File: src/scd_pkg.sv
// Behaviour
// [RULE1] Instruction clock is selected clock halved
// [RULE2] Power-on source from submode and initial bits
// [RULE3] Unprogrammed configuration starts postscaled fast RC
// [RULE4] Switching allowed only when upper cfg bit zero
// [RULE5] Fail-safe monitor active only for cfg 00
// [RULE6] Three-bit source code; current source readable
// [RULE7] Submode selects crystal types or external clock
// [RULE8] New-source resets from initial cfg, names target
// [RULE9] Software sets request; hardware clears when done
// [RULE10] Set-only lock freezes selections when monitor on
// [RULE11] PLL lock reads one when locked or timed
// [RULE12] PLL lock cleared on switch or non-PLL mode
// [RULE13] Monitor failure sets fail flag; software clears
// [RULE14] Secondary enable bit turns oscillator on/off
// [RULE15] Recover-on-interrupt clears ratio enable
// [RULE16] Ratio code n gives one to 2^n
// [RULE17] Ratio enable off forces one to one
// [RULE18] Postscaler 1..64, then 256; resets to 8
// [RULE19] PLL times four, only primary or fast RC
// [RULE20] Unimplemented bits read zero, ignore writes
// [RULE21] Pin two shows instruction clock or I/O
// [RULE22] Switching disabled: request held zero
// [RULE23] Software unlocks bytes with key pairs first
// [RULE24] Same source request is aborted, request cleared
// [RULE25] Wait ten new-clock cycles, copy, clear request
// [RULE26] Changeover glitch-free on system clock
package scd_pkg;
   // ****************************************************
   // Register map
   // ****************************************************
   localparam logic [1:0] SCD_OSC_CTRL_OFS = 2'h0;
   localparam logic [1:0] SCD_CLK_DIV_OFS = 2'h1;
   localparam logic [15:0] SCD_OSC_CTRL_MASK = 16'h77AB;
   localparam logic [15:0] SCD_CLK_DIV_MASK = 16'hFF00;
   localparam int SCD_CUR_POS = 12;
   localparam int SCD_NEW_POS = 8;
   localparam int SCD_SLOCK_POS = 7;
   localparam int SCD_PLOCK_POS = 5;
   localparam int SCD_FAIL_POS = 3;
   localparam int SCD_SECONDARY_OSCILLATOR_POS = 1;
   localparam int SCD_REQ_POS = 0;
   localparam int SCD_ROI_POS = 15;
   localparam int SCD_RATIO_POS = 12;
   localparam int SCD_RATEN_POS = 11;
   localparam int SCD_PSC_POS = 8;
   localparam logic [2:0] SCD_PSC_RST = 3'h3;
   localparam logic [7:0] SCD_KEY_H1 = 8'h78;
   localparam logic [7:0] SCD_KEY_H2 = 8'h9A;
   localparam logic [7:0] SCD_KEY_L1 = 8'h46;
   localparam logic [7:0] SCD_KEY_L2 = 8'h57;
   localparam logic [3:0] SCD_SETTLE_CYC = 4'hA;
   localparam logic [7:0] SCD_PLL_LOCK_CYC = 8'h40;
   localparam logic [1:0] SCD_SUB_HS = 2'h2;
   localparam logic [1:0] SCD_SUB_XT = 2'h1;
   localparam logic [1:0] SCD_SUB_EC = 2'h0;

   typedef enum logic [2:0] {
      SCD_SRC_FRC = 3'b000,
      SCD_SRC_FAST_RC_WITH_MULTIPLIER = 3'b001,
      SCD_SRC_PRI = 3'b010,
      SCD_SRC_PRIPLL = 3'b011,
      SCD_SRC_SEC = 3'b100,
      SCD_SRC_LOW_POWER_INTERNAL_RC = 3'b101,
      SCD_SRC_RSVD = 3'b110,
      SCD_SRC_FAST_RC_WITH_POSTSCALER = 3'b111
   } scd_src_t;

   typedef enum logic [1:0] {
      SCD_SW_IDLE = 2'b00,
      SCD_SW_LOCKW = 2'b01,
      SCD_SW_SETTLE = 2'b10
   } scd_sw_t;

   // Nonvolatile configuration word subset
   typedef struct packed {
      logic osc_pin_function_cfg;
      scd_src_t initial_source_cfg;
      logic [1:0] switch_monitor_cfg;
      logic [1:0] primary_submode_cfg;
   } scd_cfg_t;

   // Register port request
   typedef struct packed {
      logic [1:0] addr;
      logic [15:0] wdata;
      logic wr;
      logic rd;
   } scd_req_t;

   // PLL only for primary and fast RC
   function automatic logic scd_uses_pll(input scd_src_t s);
      return (s == SCD_SRC_FAST_RC_WITH_MULTIPLIER) || (s == SCD_SRC_PRIPLL);
   endfunction : scd_uses_pll
endpackage : scd_pkg

File: src/scd_top.sv
module scd_top
   import scd_pkg::*;
(
   input wire logic REF_CLK_IN, // Block clock, 250 MHz
   input wire logic RESETN_IN, // Async reset, active low
   input wire scd_pkg::scd_cfg_t CFG_IN, // Config word bits
   input wire scd_pkg::scd_req_t REQ_IN, // Register port request
   output logic [15:0] RDATA_OUT, // Read data, cycle after
   input wire logic [3:0] SRC_CLK_IN, // FAST_INTERNAL_RC, PRI, SEC, LOW_POWER_INTERNAL_RC
   input wire logic CLK_FAIL_IN, // Monitor failure pulse
   input wire logic IRQ_IN, // Any interrupt pulse
   output logic SYS_CLK_OUT, // Selected system clock
   output logic INSTR_CLK_OUT, // Instruction clock
   output logic CPU_EN_OUT, // CPU doze enable pulse
   output logic SECONDARY_OSCILLATOR_EN_OUT, // Secondary osc enable
   output logic PLL_EN_OUT, // PLL enable
   output logic [1:0] PRI_MODE_OUT, // Primary submode
   output logic FSM_EN_OUT, // Fail-safe monitor on
   output logic OSC2_O_OUT, // Pin two output value
   output logic OSC2_OE_OUT // Pin two drive enable
);
   import scd_pkg::*;

   // ****************************************************
   // Registers
   // ****************************************************
   scd_src_t cur_q, new_q;
   logic req_q, slock_q, plock_q, fail_q, secondary_oscillator_q;
   logic roi_q, raten_q;
   logic [2:0] ratio_q, psc_q;
   logic [1:0] unlk_h_q, unlk_l_q;
   scd_sw_t sw_q;
   logic [3:0] settle_q;
   logic [7:0] pll_cnt_q;
   logic [15:0] rdata_q;
   logic [7:0] psc_cnt_q;
   logic [6:0] doze_cnt_q;
   logic instr_q, cpu_en_q;
   logic sys_q;

   // ****************************************************
   // Decode
   // ****************************************************
   // Configuration drives permissions
   wire sw_allowed = ~CFG_IN.switch_monitor_cfg[1]; // RULE4
   wire fsm_on = (CFG_IN.switch_monitor_cfg == 2'b00); // RULE5
   wire wr_osc = REQ_IN.wr && (REQ_IN.addr == SCD_OSC_CTRL_OFS);
   wire wr_div = REQ_IN.wr && (REQ_IN.addr == SCD_CLK_DIV_OFS);
   wire [7:0] wh = REQ_IN.wdata[15:8];
   wire [7:0] wl = REQ_IN.wdata[7:0];
   wire key_h1 = wr_osc && (wh == SCD_KEY_H1);
   wire key_l1 = wr_osc && (wl == SCD_KEY_L1);
   // Unlocked byte writes; lock freezes selection
   wire frozen = slock_q && fsm_on; // RULE10
   wire hi_ok = wr_osc && unlk_h_q[1] && !frozen; // RULE23
   wire lo_ok = wr_osc && unlk_l_q[1]; // RULE23
   wire start_req = lo_ok && wl[SCD_REQ_POS] && sw_allowed
      && !frozen && (sw_q == SCD_SW_IDLE); // RULE22
   wire redundant = (new_q == cur_q); // RULE24
   wire new_pll = scd_uses_pll(new_q); // RULE19
   wire src_rdy = SRC_CLK_IN[sel_idx(new_q)];
   wire settle_done = (settle_q == SCD_SETTLE_CYC - 4'h1);
   wire commit = (sw_q == SCD_SW_SETTLE) && settle_done && src_rdy;
   wire fail_clr = lo_ok && !wl[SCD_FAIL_POS];
   wire irq_recover = IRQ_IN && roi_q; // RULE15

   // Source index into raw oscillator inputs
   function automatic logic [1:0] sel_idx(input scd_src_t s);
      unique case (s)
         SCD_SRC_PRI, SCD_SRC_PRIPLL: sel_idx = 2'h1;
         SCD_SRC_SEC: sel_idx = 2'h2;
         SCD_SRC_LOW_POWER_INTERNAL_RC: sel_idx = 2'h3;
         default: sel_idx = 2'h0;
      endcase
   endfunction : sel_idx

   // ****************************************************
   // Oscillator control register
   // ****************************************************
   // Power-on values caught from config one cycle after release
   logic boot_q;
   always_ff @(posedge REF_CLK_IN or negedge RESETN_IN) begin
      if (!RESETN_IN) begin
         boot_q <= 1'b1;
         cur_q <= SCD_SRC_FAST_RC_WITH_POSTSCALER; // RULE3
         new_q <= SCD_SRC_FAST_RC_WITH_POSTSCALER;
         req_q <= 1'b0;
         slock_q <= 1'b0;
         secondary_oscillator_q <= 1'b0;
         unlk_h_q <= 2'b00;
         unlk_l_q <= 2'b00;
      end else begin
         boot_q <= 1'b0;
         unlk_h_q <= {key_h1 ? 1'b0 : (unlk_h_q[0] && wr_osc
            && wh == SCD_KEY_H2), key_h1}; // RULE23
         unlk_l_q <= {key_l1 ? 1'b0 : (unlk_l_q[0] && wr_osc
            && wl == SCD_KEY_L2), key_l1}; // RULE23
         if (boot_q) begin
            cur_q <= CFG_IN.initial_source_cfg; // RULE2
            new_q <= CFG_IN.initial_source_cfg; // RULE8
         end else begin
            if (hi_ok && sw_allowed)
               new_q <= scd_src_t'(wh[2:0]); // RULE8
            if (commit)
               cur_q <= new_q; // RULE25
         end
         if (lo_ok) begin
            secondary_oscillator_q <= wl[SCD_SECONDARY_OSCILLATOR_POS]; // RULE14
            if (wl[SCD_SLOCK_POS])
               slock_q <= 1'b1; // RULE10
         end
         if (start_req)
            req_q <= 1'b1; // RULE9
         else if ((sw_q == SCD_SW_IDLE && req_q && redundant) || commit)
            req_q <= 1'b0; // RULE24
      end
   end

   // ****************************************************
   // Switch sequencer
   // ****************************************************
   // Settle counts edges seen while new source runs high
   always_ff @(posedge REF_CLK_IN or negedge RESETN_IN) begin
      if (!RESETN_IN) begin
         sw_q <= SCD_SW_IDLE;
         settle_q <= 4'h0;
      end else begin
         unique case (sw_q)
            SCD_SW_IDLE: begin
               settle_q <= 4'h0;
               if (req_q && !redundant)
                  sw_q <= new_pll ? SCD_SW_LOCKW : SCD_SW_SETTLE;
            end
            SCD_SW_LOCKW: begin
               if (plock_q)
                  sw_q <= SCD_SW_SETTLE;
            end
            SCD_SW_SETTLE: begin
               if (commit)
                  sw_q <= SCD_SW_IDLE;
               else if (src_rdy)
                  settle_q <= settle_q + 4'h1; // RULE25
            end
            default: sw_q <= SCD_SW_IDLE;
         endcase
      end
   end

   // ****************************************************
   // PLL lock and clock fail
   // ****************************************************
   // Lock asserted once start-up timer expires
   wire sw_valid = (sw_q == SCD_SW_IDLE) && req_q && !redundant;
   wire pll_on = scd_uses_pll(cur_q) || (sw_q != SCD_SW_IDLE
      && new_pll);
   always_ff @(posedge REF_CLK_IN or negedge RESETN_IN) begin
      if (!RESETN_IN) begin
         pll_cnt_q <= 8'h00;
         plock_q <= 1'b0;
         fail_q <= 1'b0;
      end else begin
         if (sw_valid || !pll_on) begin
            pll_cnt_q <= 8'h00; // RULE12
            plock_q <= 1'b0; // RULE12
         end else if (pll_cnt_q == SCD_PLL_LOCK_CYC) begin
            plock_q <= 1'b1; // RULE11
         end else begin
            pll_cnt_q <= pll_cnt_q + 8'h01;
         end
         // Set wins over a same-cycle clear
         if (CLK_FAIL_IN && fsm_on)
            fail_q <= 1'b1; // RULE13
         else if (fail_clr || sw_valid)
            fail_q <= 1'b0; // RULE13
      end
   end

   // ****************************************************
   // Clock divider register
   // ****************************************************
   always_ff @(posedge REF_CLK_IN or negedge RESETN_IN) begin
      if (!RESETN_IN) begin
         roi_q <= 1'b0;
         ratio_q <= 3'h0;
         raten_q <= 1'b0;
         psc_q <= SCD_PSC_RST; // RULE18
      end else begin
         if (wr_div) begin
            roi_q <= REQ_IN.wdata[SCD_ROI_POS];
            ratio_q <= REQ_IN.wdata[SCD_RATIO_POS +: 3];
            psc_q <= REQ_IN.wdata[SCD_PSC_POS +: 3];
         end
         // Interrupt recovery beats a same-cycle write
         if (irq_recover)
            raten_q <= 1'b0; // RULE15
         else if (wr_div)
            raten_q <= REQ_IN.wdata[SCD_RATEN_POS];
      end
   end

   // ****************************************************
   // Read port
   // ****************************************************
   // Reserved bits masked so they read zero
   wire [15:0] osc_img = {1'b0, cur_q, 1'b0, new_q, slock_q,
      1'b0, plock_q, 1'b0, fail_q, 1'b0, secondary_oscillator_q, req_q}; // RULE6
   wire [15:0] div_img = {roi_q, ratio_q, raten_q, psc_q, 8'h00};
   wire [15:0] rd_mux = (REQ_IN.addr == SCD_OSC_CTRL_OFS) ?
      (osc_img & SCD_OSC_CTRL_MASK) :
      (REQ_IN.addr == SCD_CLK_DIV_OFS) ?
      (div_img & SCD_CLK_DIV_MASK) : 16'h0000; // RULE20
   always_ff @(posedge REF_CLK_IN or negedge RESETN_IN) begin
      if (!RESETN_IN)
         rdata_q <= 16'h0000;
      else
         rdata_q <= REQ_IN.rd ? rd_mux : 16'h0000;
   end
   assign RDATA_OUT = rdata_q;

   // ****************************************************
   // Clock generation
   // ****************************************************
   // Sampled sources; postscaler as power-of-two tap
   wire raw_sel = SRC_CLK_IN[sel_idx(cur_q)];
   wire [3:0] psc_tap = (psc_q == 3'h7) ? 4'h8 : {1'b0, psc_q};
   wire [8:0] psc_ext = {psc_cnt_q, raw_sel};
   wire div_clk = (cur_q == SCD_SRC_FAST_RC_WITH_POSTSCALER) ?
      psc_ext[psc_tap] : raw_sel; // RULE18
   // In the commit cycle, clock updates only at a low phase; other cycles follow div_clk
   wire can_change = !sys_q && !div_clk; // RULE26
   logic fr_prev_q;
   always_ff @(posedge REF_CLK_IN or negedge RESETN_IN) begin
      if (!RESETN_IN) begin
         psc_cnt_q <= 8'h00;
         fr_prev_q <= 1'b0;
         sys_q <= 1'b0;
         instr_q <= 1'b0;
      end else begin
         fr_prev_q <= SRC_CLK_IN[0];
         if (SRC_CLK_IN[0] && !fr_prev_q)
            psc_cnt_q <= psc_cnt_q + 8'h01;
         if (!commit || can_change)
            sys_q <= div_clk; // RULE26
         if (div_clk && !sys_q)
            instr_q <= !instr_q; // RULE1
      end
   end

   // Doze: CPU runs one of 2^n peripheral cycles
   wire [6:0] doze_lim = (raten_q) ?
      7'((8'h01 << ratio_q) - 8'h01) : 7'h00; // RULE17
   wire instr_rise = div_clk && !sys_q && !instr_q;
   always_ff @(posedge REF_CLK_IN or negedge RESETN_IN) begin
      if (!RESETN_IN) begin
         doze_cnt_q <= 7'h00;
         cpu_en_q <= 1'b0;
      end else begin
         cpu_en_q <= instr_rise && (doze_cnt_q == 7'h00);
         if (instr_rise)
            doze_cnt_q <= (doze_cnt_q >= doze_lim) ? 7'h00 :
               doze_cnt_q + 7'h01; // RULE16
      end
   end

   // ****************************************************
   // Outputs
   // ****************************************************
   assign SYS_CLK_OUT = sys_q;
   assign INSTR_CLK_OUT = instr_q;
   assign CPU_EN_OUT = cpu_en_q;
   assign SECONDARY_OSCILLATOR_EN_OUT = secondary_oscillator_q; // RULE14
   assign PLL_EN_OUT = pll_on; // RULE19
   assign PRI_MODE_OUT = CFG_IN.primary_submode_cfg; // RULE7
   assign FSM_EN_OUT = fsm_on;
   // Pin two driven only in external clock submode
   assign OSC2_O_OUT = instr_q; // RULE21
   assign OSC2_OE_OUT = CFG_IN.osc_pin_function_cfg
      && (CFG_IN.primary_submode_cfg == SCD_SUB_EC); // RULE21
endmodule : scd_top

File: config.mk
export PLATFORM = sky130hd
export DESIGN_NAME = scd_top
export DESIGN_NICKNAME = d
export VERILOG_FILES = /design/src/scd_pkg.sv /design/src/scd_top.sv
export SDC_FILE = /design/constraint.sdc
export NUM_CORES = 1
export LEC_CHECK = 0
export BUFFER_PORTS_ARGS = -buffer_cell sky130_fd_sc_hd__buf_2
export CAP_MARGIN = 20
export CORE_ASPECT_RATIO = 1.4
export CORE_UTILIZATION = 55
export DETAILED_ROUTE_END_ITERATION = 8
export GPL_TIMING_DRIVEN = 0
export MAX_ROUTING_LAYER = met4
export PLACE_DENSITY = 0.84
export SLEW_MARGIN = 20
export SYNTH_ARGS = -nofsm -noshare
export SYNTH_HDL_FRONTEND = slang
export SYNTH_SLANG_ARGS = --single-unit
File: constraint.sdc
create_clock -name REF_CLK_IN -period 2.25 [get_ports REF_CLK_IN]
set_input_delay 0.45 -clock REF_CLK_IN [delete_from_list [all_inputs] [get_ports REF_CLK_IN]]
set_output_delay 0.45 -clock REF_CLK_IN [all_outputs]
set_load 0.03 [all_outputs]
==> impl_results.html <==
<table>
<tr><th>Metric</th><th>Value</th></tr>
<tr><th colspan="2">Critical path</th></tr>
<tr><td>Type of element launching the critical path</td><td>flop</td></tr>
<tr><td>Category of the most critical setup path</td><td>flop to flop</td></tr>
<tr><td>Data arrival time of the critical path</td><td>approximately 2400 ps</td></tr>
<tr><td>Critical path capture point type</td><td>flop</td></tr>
<tr><td>Maximum fanout along the worst path</td><td>4</td></tr>
<tr><td>Worst path required time</td><td>between 2000 and 2500 ps</td></tr>
<tr><th colspan="2">Layout</th></tr>
<tr><td>Most used cells in the layout excluding fill and tap cells</td><td>60 x sky130_fd_sc_hd__dfrtp_1, 58 x sky130_fd_sc_hd__buf_2, 33 x sky130_fd_sc_hd__nor2_1</td></tr>
<tr><td>Final nets</td><td>464</td></tr>
<tr><td>Post-synthesis to final-layout area growth</td><td>19.4%</td></tr>
<tr><td>Proportion of layout cells with a drive suffix above 1</td><td>28.6%</td></tr>
<tr><td>Most common cell after layout, fill and taps aside</td><td>sky130_fd_sc_hd__dfrtp_1</td></tr>
<tr><td>Number of inserted filler cells in the final layout</td><td>485</td></tr>
<tr><td>Number of antenna cells inserted</td><td>0</td></tr>
<tr><td>Post-route design area</td><td>4330 um2</td></tr>
<tr><th colspan="2">Die</th></tr>
<tr><td>Die area</td><td>6930 um2</td></tr>
<tr><td>DIE WIDTH</td><td>slightly above 70 um</td></tr>
<tr><td>Initial core utilization</td><td>57.6%</td></tr>
<tr><td>Die span in y</td><td>around 98 um</td></tr>
<tr><td>Number of placed I/O pins</td><td>62</td></tr>
<tr><td>Floorplan row count</td><td>34</td></tr>
<tr><td>Core region area</td><td>6300 um2</td></tr>
<tr><th colspan="2">Synthesis</th></tr>
<tr><td>Main area contributors after synthesis</td><td>sky130_fd_sc_hd__dfrtp_1 42%, sky130_fd_sc_hd__dfstp_2 6.5%, sky130_fd_sc_hd__ha_1 4.8%</td></tr>
<tr><td>Cells after synthesis</td><td>about 340</td></tr>
<tr><td>Synth Area per Inst</td><td>10.7 um2</td></tr>
<tr><td>Count of distinct cell types in the synthesized netlist</td><td>56</td></tr>
<tr><td>Count of flip-flops with a built-in enable after synthesis</td><td>0</td></tr>
<tr><td>Async S/R FF share, synth</td><td>100%</td></tr>
<tr><td>Dominant cell type by area after synthesis</td><td>sky130_fd_sc_hd__dfrtp_1</td></tr>
<tr><td>Synth Register Bits</td><td>70</td></tr>
<tr><td>Synthesized area</td><td>roughly 3600 um2</td></tr>
<tr><td>Yosys warning count</td><td>0</td></tr>
<tr><td>Sequential share of the synthesized area</td><td>48.6%</td></tr>
<tr><td>Share of the synthesized area in the top cell type</td><td>42.1%</td></tr>
<tr><td>Post-synth top flop</td><td>sky130_fd_sc_hd__dfrtp_1</td></tr>
<tr><th colspan="2">Timing</th></tr>
<tr><td>Setup violators final</td><td>0</td></tr>
<tr><td>Hold Vio Cnt, Final</td><td>0</td></tr>
<tr><td>Total Neg Setup Slack</td><td>0 ps</td></tr>
<tr><td>Worst hold slack</td><td>around 280 ps</td></tr>
<tr><td>Tcrit/Tclk final</td><td>between 90 and 100%</td></tr>
<tr><td>Maximum clock frequency</td><td>between 400 and 500 MHz</td></tr>
<tr><td>Max Clock Skew</td><td>13.9 ps</td></tr>
<tr><td>Worst max-slew margin expressed relative to the limit</td><td>38.9%</td></tr>
<tr><td>Final setup slack of the worst path</td><td>a little under 90 ps</td></tr>
<tr><td>Worst-Margin Slew</td><td>approximately 920 ps</td></tr>
<tr><td>Max Transition Viols Final</td><td>0</td></tr>
<tr><td>Min Tclk post-route</td><td>2160 ps</td></tr>
<tr><td>Unrepaired setup endpoints after global routing</td><td>false</td></tr>
<tr><th colspan="2">Detailed routing</th></tr>
<tr><td>Number of design-rule violations left by the first detailed-router iteration</td><td>182</td></tr>
<tr><td>Post-detailed-route count of antenna-violating nets</td><td>0</td></tr>
<tr><td>Post-route DRC</td><td>17</td></tr>
<tr><td>First-pass iteration count of the detailed router</td><td>7</td></tr>
<tr><td>Total detailed-routing wirelength</td><td>7670 um</td></tr>
<tr><td>Post-DR vias/cell</td><td>roughly 5.7</td></tr>
<tr><td>Count of vias placed by the detailed router</td><td>2816</td></tr>
<tr><td>Average wire per cell in the routed design</td><td>15.6 um</td></tr>
<tr><th colspan="2">Global routing</th></tr>
<tr><td>Gr usage total</td><td>~24%</td></tr>
<tr><td>Initial antenna violation count</td><td>0</td></tr>
<tr><td>Number of global-route vias before repair</td><td>~2.8k</td></tr>
<tr><td>Largest net degree at the start of global routing</td><td>61</td></tr>
<tr><td>Global-route wire length before repair</td><td>12700 um</td></tr>
<tr><td>Overflow left after global routing</td><td>0</td></tr>
<tr><th colspan="2">Place</th></tr>
<tr><td>Number of buffers inserted by port buffering</td><td>a little under 60</td></tr>
<tr><td>HPWL after detailed placement</td><td>roughly 5400 um</td></tr>
<tr><td>Placed Area</td><td>4050 um2</td></tr>
<tr><td>Setup slack after placement</td><td>-177 ps</td></tr>
<tr><td>Final weighted congestion of routability-driven global placement</td><td>0.773</td></tr>
<tr><th colspan="2">Clocking</th></tr>
<tr><td>Total number of clock tree sinks</td><td>70</td></tr>
<tr><td>Num CTS Buffers</td><td>9</td></tr>
<tr><td>Root buf cell</td><td>sky130_fd_sc_hd__clkbuf_8</td></tr>
<tr><td>CTS tree</td><td>built</td></tr>
<tr><td>Clock Latency Late Sink</td><td>~340 ps</td></tr>
<tr><td>Longest Clk Path Bufs</td><td>2</td></tr>
<tr><td>CTS HTree Levels</td><td>3</td></tr>
<tr><td>Register clock-pin slew on the reported worst setup and hold paths</td><td>roughly 70 ps</td></tr>
<tr><th colspan="2">Pwr</th></tr>
<tr><td>Max IR drop VDD</td><td>597 uV</td></tr>
<tr><td>Leakage power figure</td><td>2.06 nW</td></tr>
<tr><td>Total Power</td><td>3.90 mW</td></tr>
<tr><td>Pwr/cell area</td><td>900 nW/um2</td></tr>
<tr><th colspan="2">Flow run</th></tr>
<tr><td>Max capacitance violation total</td><td>0</td></tr>
<tr><th colspan="2">Hold path</th></tr>
<tr><td>Class of the tightest hold or removal check</td><td>primary input to flop</td></tr>
<tr><th colspan="2">Run status</th></tr>
<tr><td>Run status</td><td>finished, violations left</td></tr>
<tr><td>Failing checks</td><td>DRC</td></tr>
</table>
==> critical path, cell delays in order (launching register included) <==
cell and delay (ps):
sky130_fd_sc_hd__dfstp_2 540, sky130_fd_sc_hd__mux2_2 370, sky130_fd_sc_hd__a2111oi_4 420, sky130_fd_sc_hd__o41ai_4 150
sky130_fd_sc_hd__a2bb2oi_4 220, sky130_fd_sc_hd__nor4_1 90, sky130_fd_sc_hd__a211o_1 250
==> final timing paths <==
kind	start	slack, ps	depth (start not counted)	endpoint
setup / recovery	cur_q[0]$_DFFE_PN1P_	90	6	doze_cnt_q[5]$_DFFE_PN0P_
hold / removal	REQ_IN[6]	280	2	unlk_l_q[0]$_DFF_PN0_
setup reg to reg	cur_q[0]$_DFFE_PN1P_	90	6	doze_cnt_q[5]$_DFFE_PN0P_
hold reg to reg	roi_q$_DFFE_PN0P_	470	1	raten_q$_DFFE_PN0P_
max in group asynchronous	RESETN_IN	1180	3	cur_q[0]$_DFFE_PN1P_
min in group asynchronous	RESETN_IN	490	2	RDATA_OUT[15]$_DFF_PN0_
==> sequential cells by signal, indices dropped and copies added, names as in the netlist, 2 cells and up <==
name,cells
RDATA_OUT,13
cur_q,3
doze_cnt_q,7
new_q,3
pll_cnt_q,8
psc_cnt_q,8
psc_q,3
ratio_q,3
settle_q,4
sw_q,2
unlk_h_q,2
unlk_l_q,2
==> area by class of cell <==
class                   instances  area (um2)  area share, %
repair buffers                 64         360           8.33
inverters                      10        37.5          0.867
plain buffers                  14        87.6           2.02
flip-flops and latches         70        1760           40.8
clock inverters                 6        61.3           1.42
clock buffers                  10         138           3.18
multi-input cells             245        1790           41.3
well taps                      72        90.1           2.08
==> logic make-up (layout without fill, tap and decap cells) <==
| family | count (synthesis) | in the layout | synth area share, % |
|---|---|---|---|
| and+or+nand+nor | 133 | 133 | 19.7 |
| AOI/OAI and AO/OA | 43 | 43 | 8.56 |
| other | 1 | 4 | 0.103 |
| muxes | 33 | 33 | 10.3 |
| DFF | 70 | 70 | 48.6 |
| adders and majority gates | 14 | 14 | 4.83 |
| buffers and inverters | 27 | 104 | 3.59 |
| xor gates and xnor gates | 18 | 18 | 4.35 |
==> layer usage <==
metal | global-route usage (%) | up-vias | part of all wire, %
li1 | - | 1337 | -
met1 | 28.4 | 1385 | 41
met2 | 41.0 | 80 | 53
met3 | 4.44 | 14 | 4.2
met4 | 10.2 | 0 | 1.9
met5 | - | - | 0
==> power breakdown <==
part | internal, mW | leakage, nW | switching (mW)
clock network | 0.538 | 0.102 | 0.471
registers | 1.48 | 0.893 | 0.251
logic | 0.518 | 1.06 | 0.643
==> synth_stat cells, drive strengths merged (2+ instances only) <==
cell type / count
a21oi: 9
nor4: 3
clkbuf: 6
nor3b: 4
nand3b: 3
dfrtp: 61
inv: 9
mux2: 24
ha: 14
mux2i: 8
xnor2: 7
a21o: 2
dfstp: 9
or2: 3
nand2: 19
buf: 11
nand4: 6
and3: 9
nand2b: 9
a211o: 2
a211oi: 2
a31o: 2
a31oi: 2
nor2b: 5
o31ai: 3
nor3: 6
nand3: 24
xor2: 11
o21ai: 12
o211ai: 2
and2: 4
nor2: 33
==> metrics by stage <==
step	util [%]	std cells
3_5_place_dp	64.3	473
5_1_grt	68.7	491
6_report	68.7	491
2_1_floorplan	-	342
3_3_place_gp	63.8	472
4_1_cts	67.8	490
==> repair_timing <==
| action | 4_1_cts | 5_1_grt |
|---|---|---|
| setup endpoints to repair | 6 | 10 |
| pin swaps | 1 | 2 |
| setup buffers | 1 | 3 |
| hold endpoints to repair | 10 | 0 |
| gates resized for setup | 4 | 6 |
| hold buffers | 1 | 0 |
(Power assumes the default switching activity.)
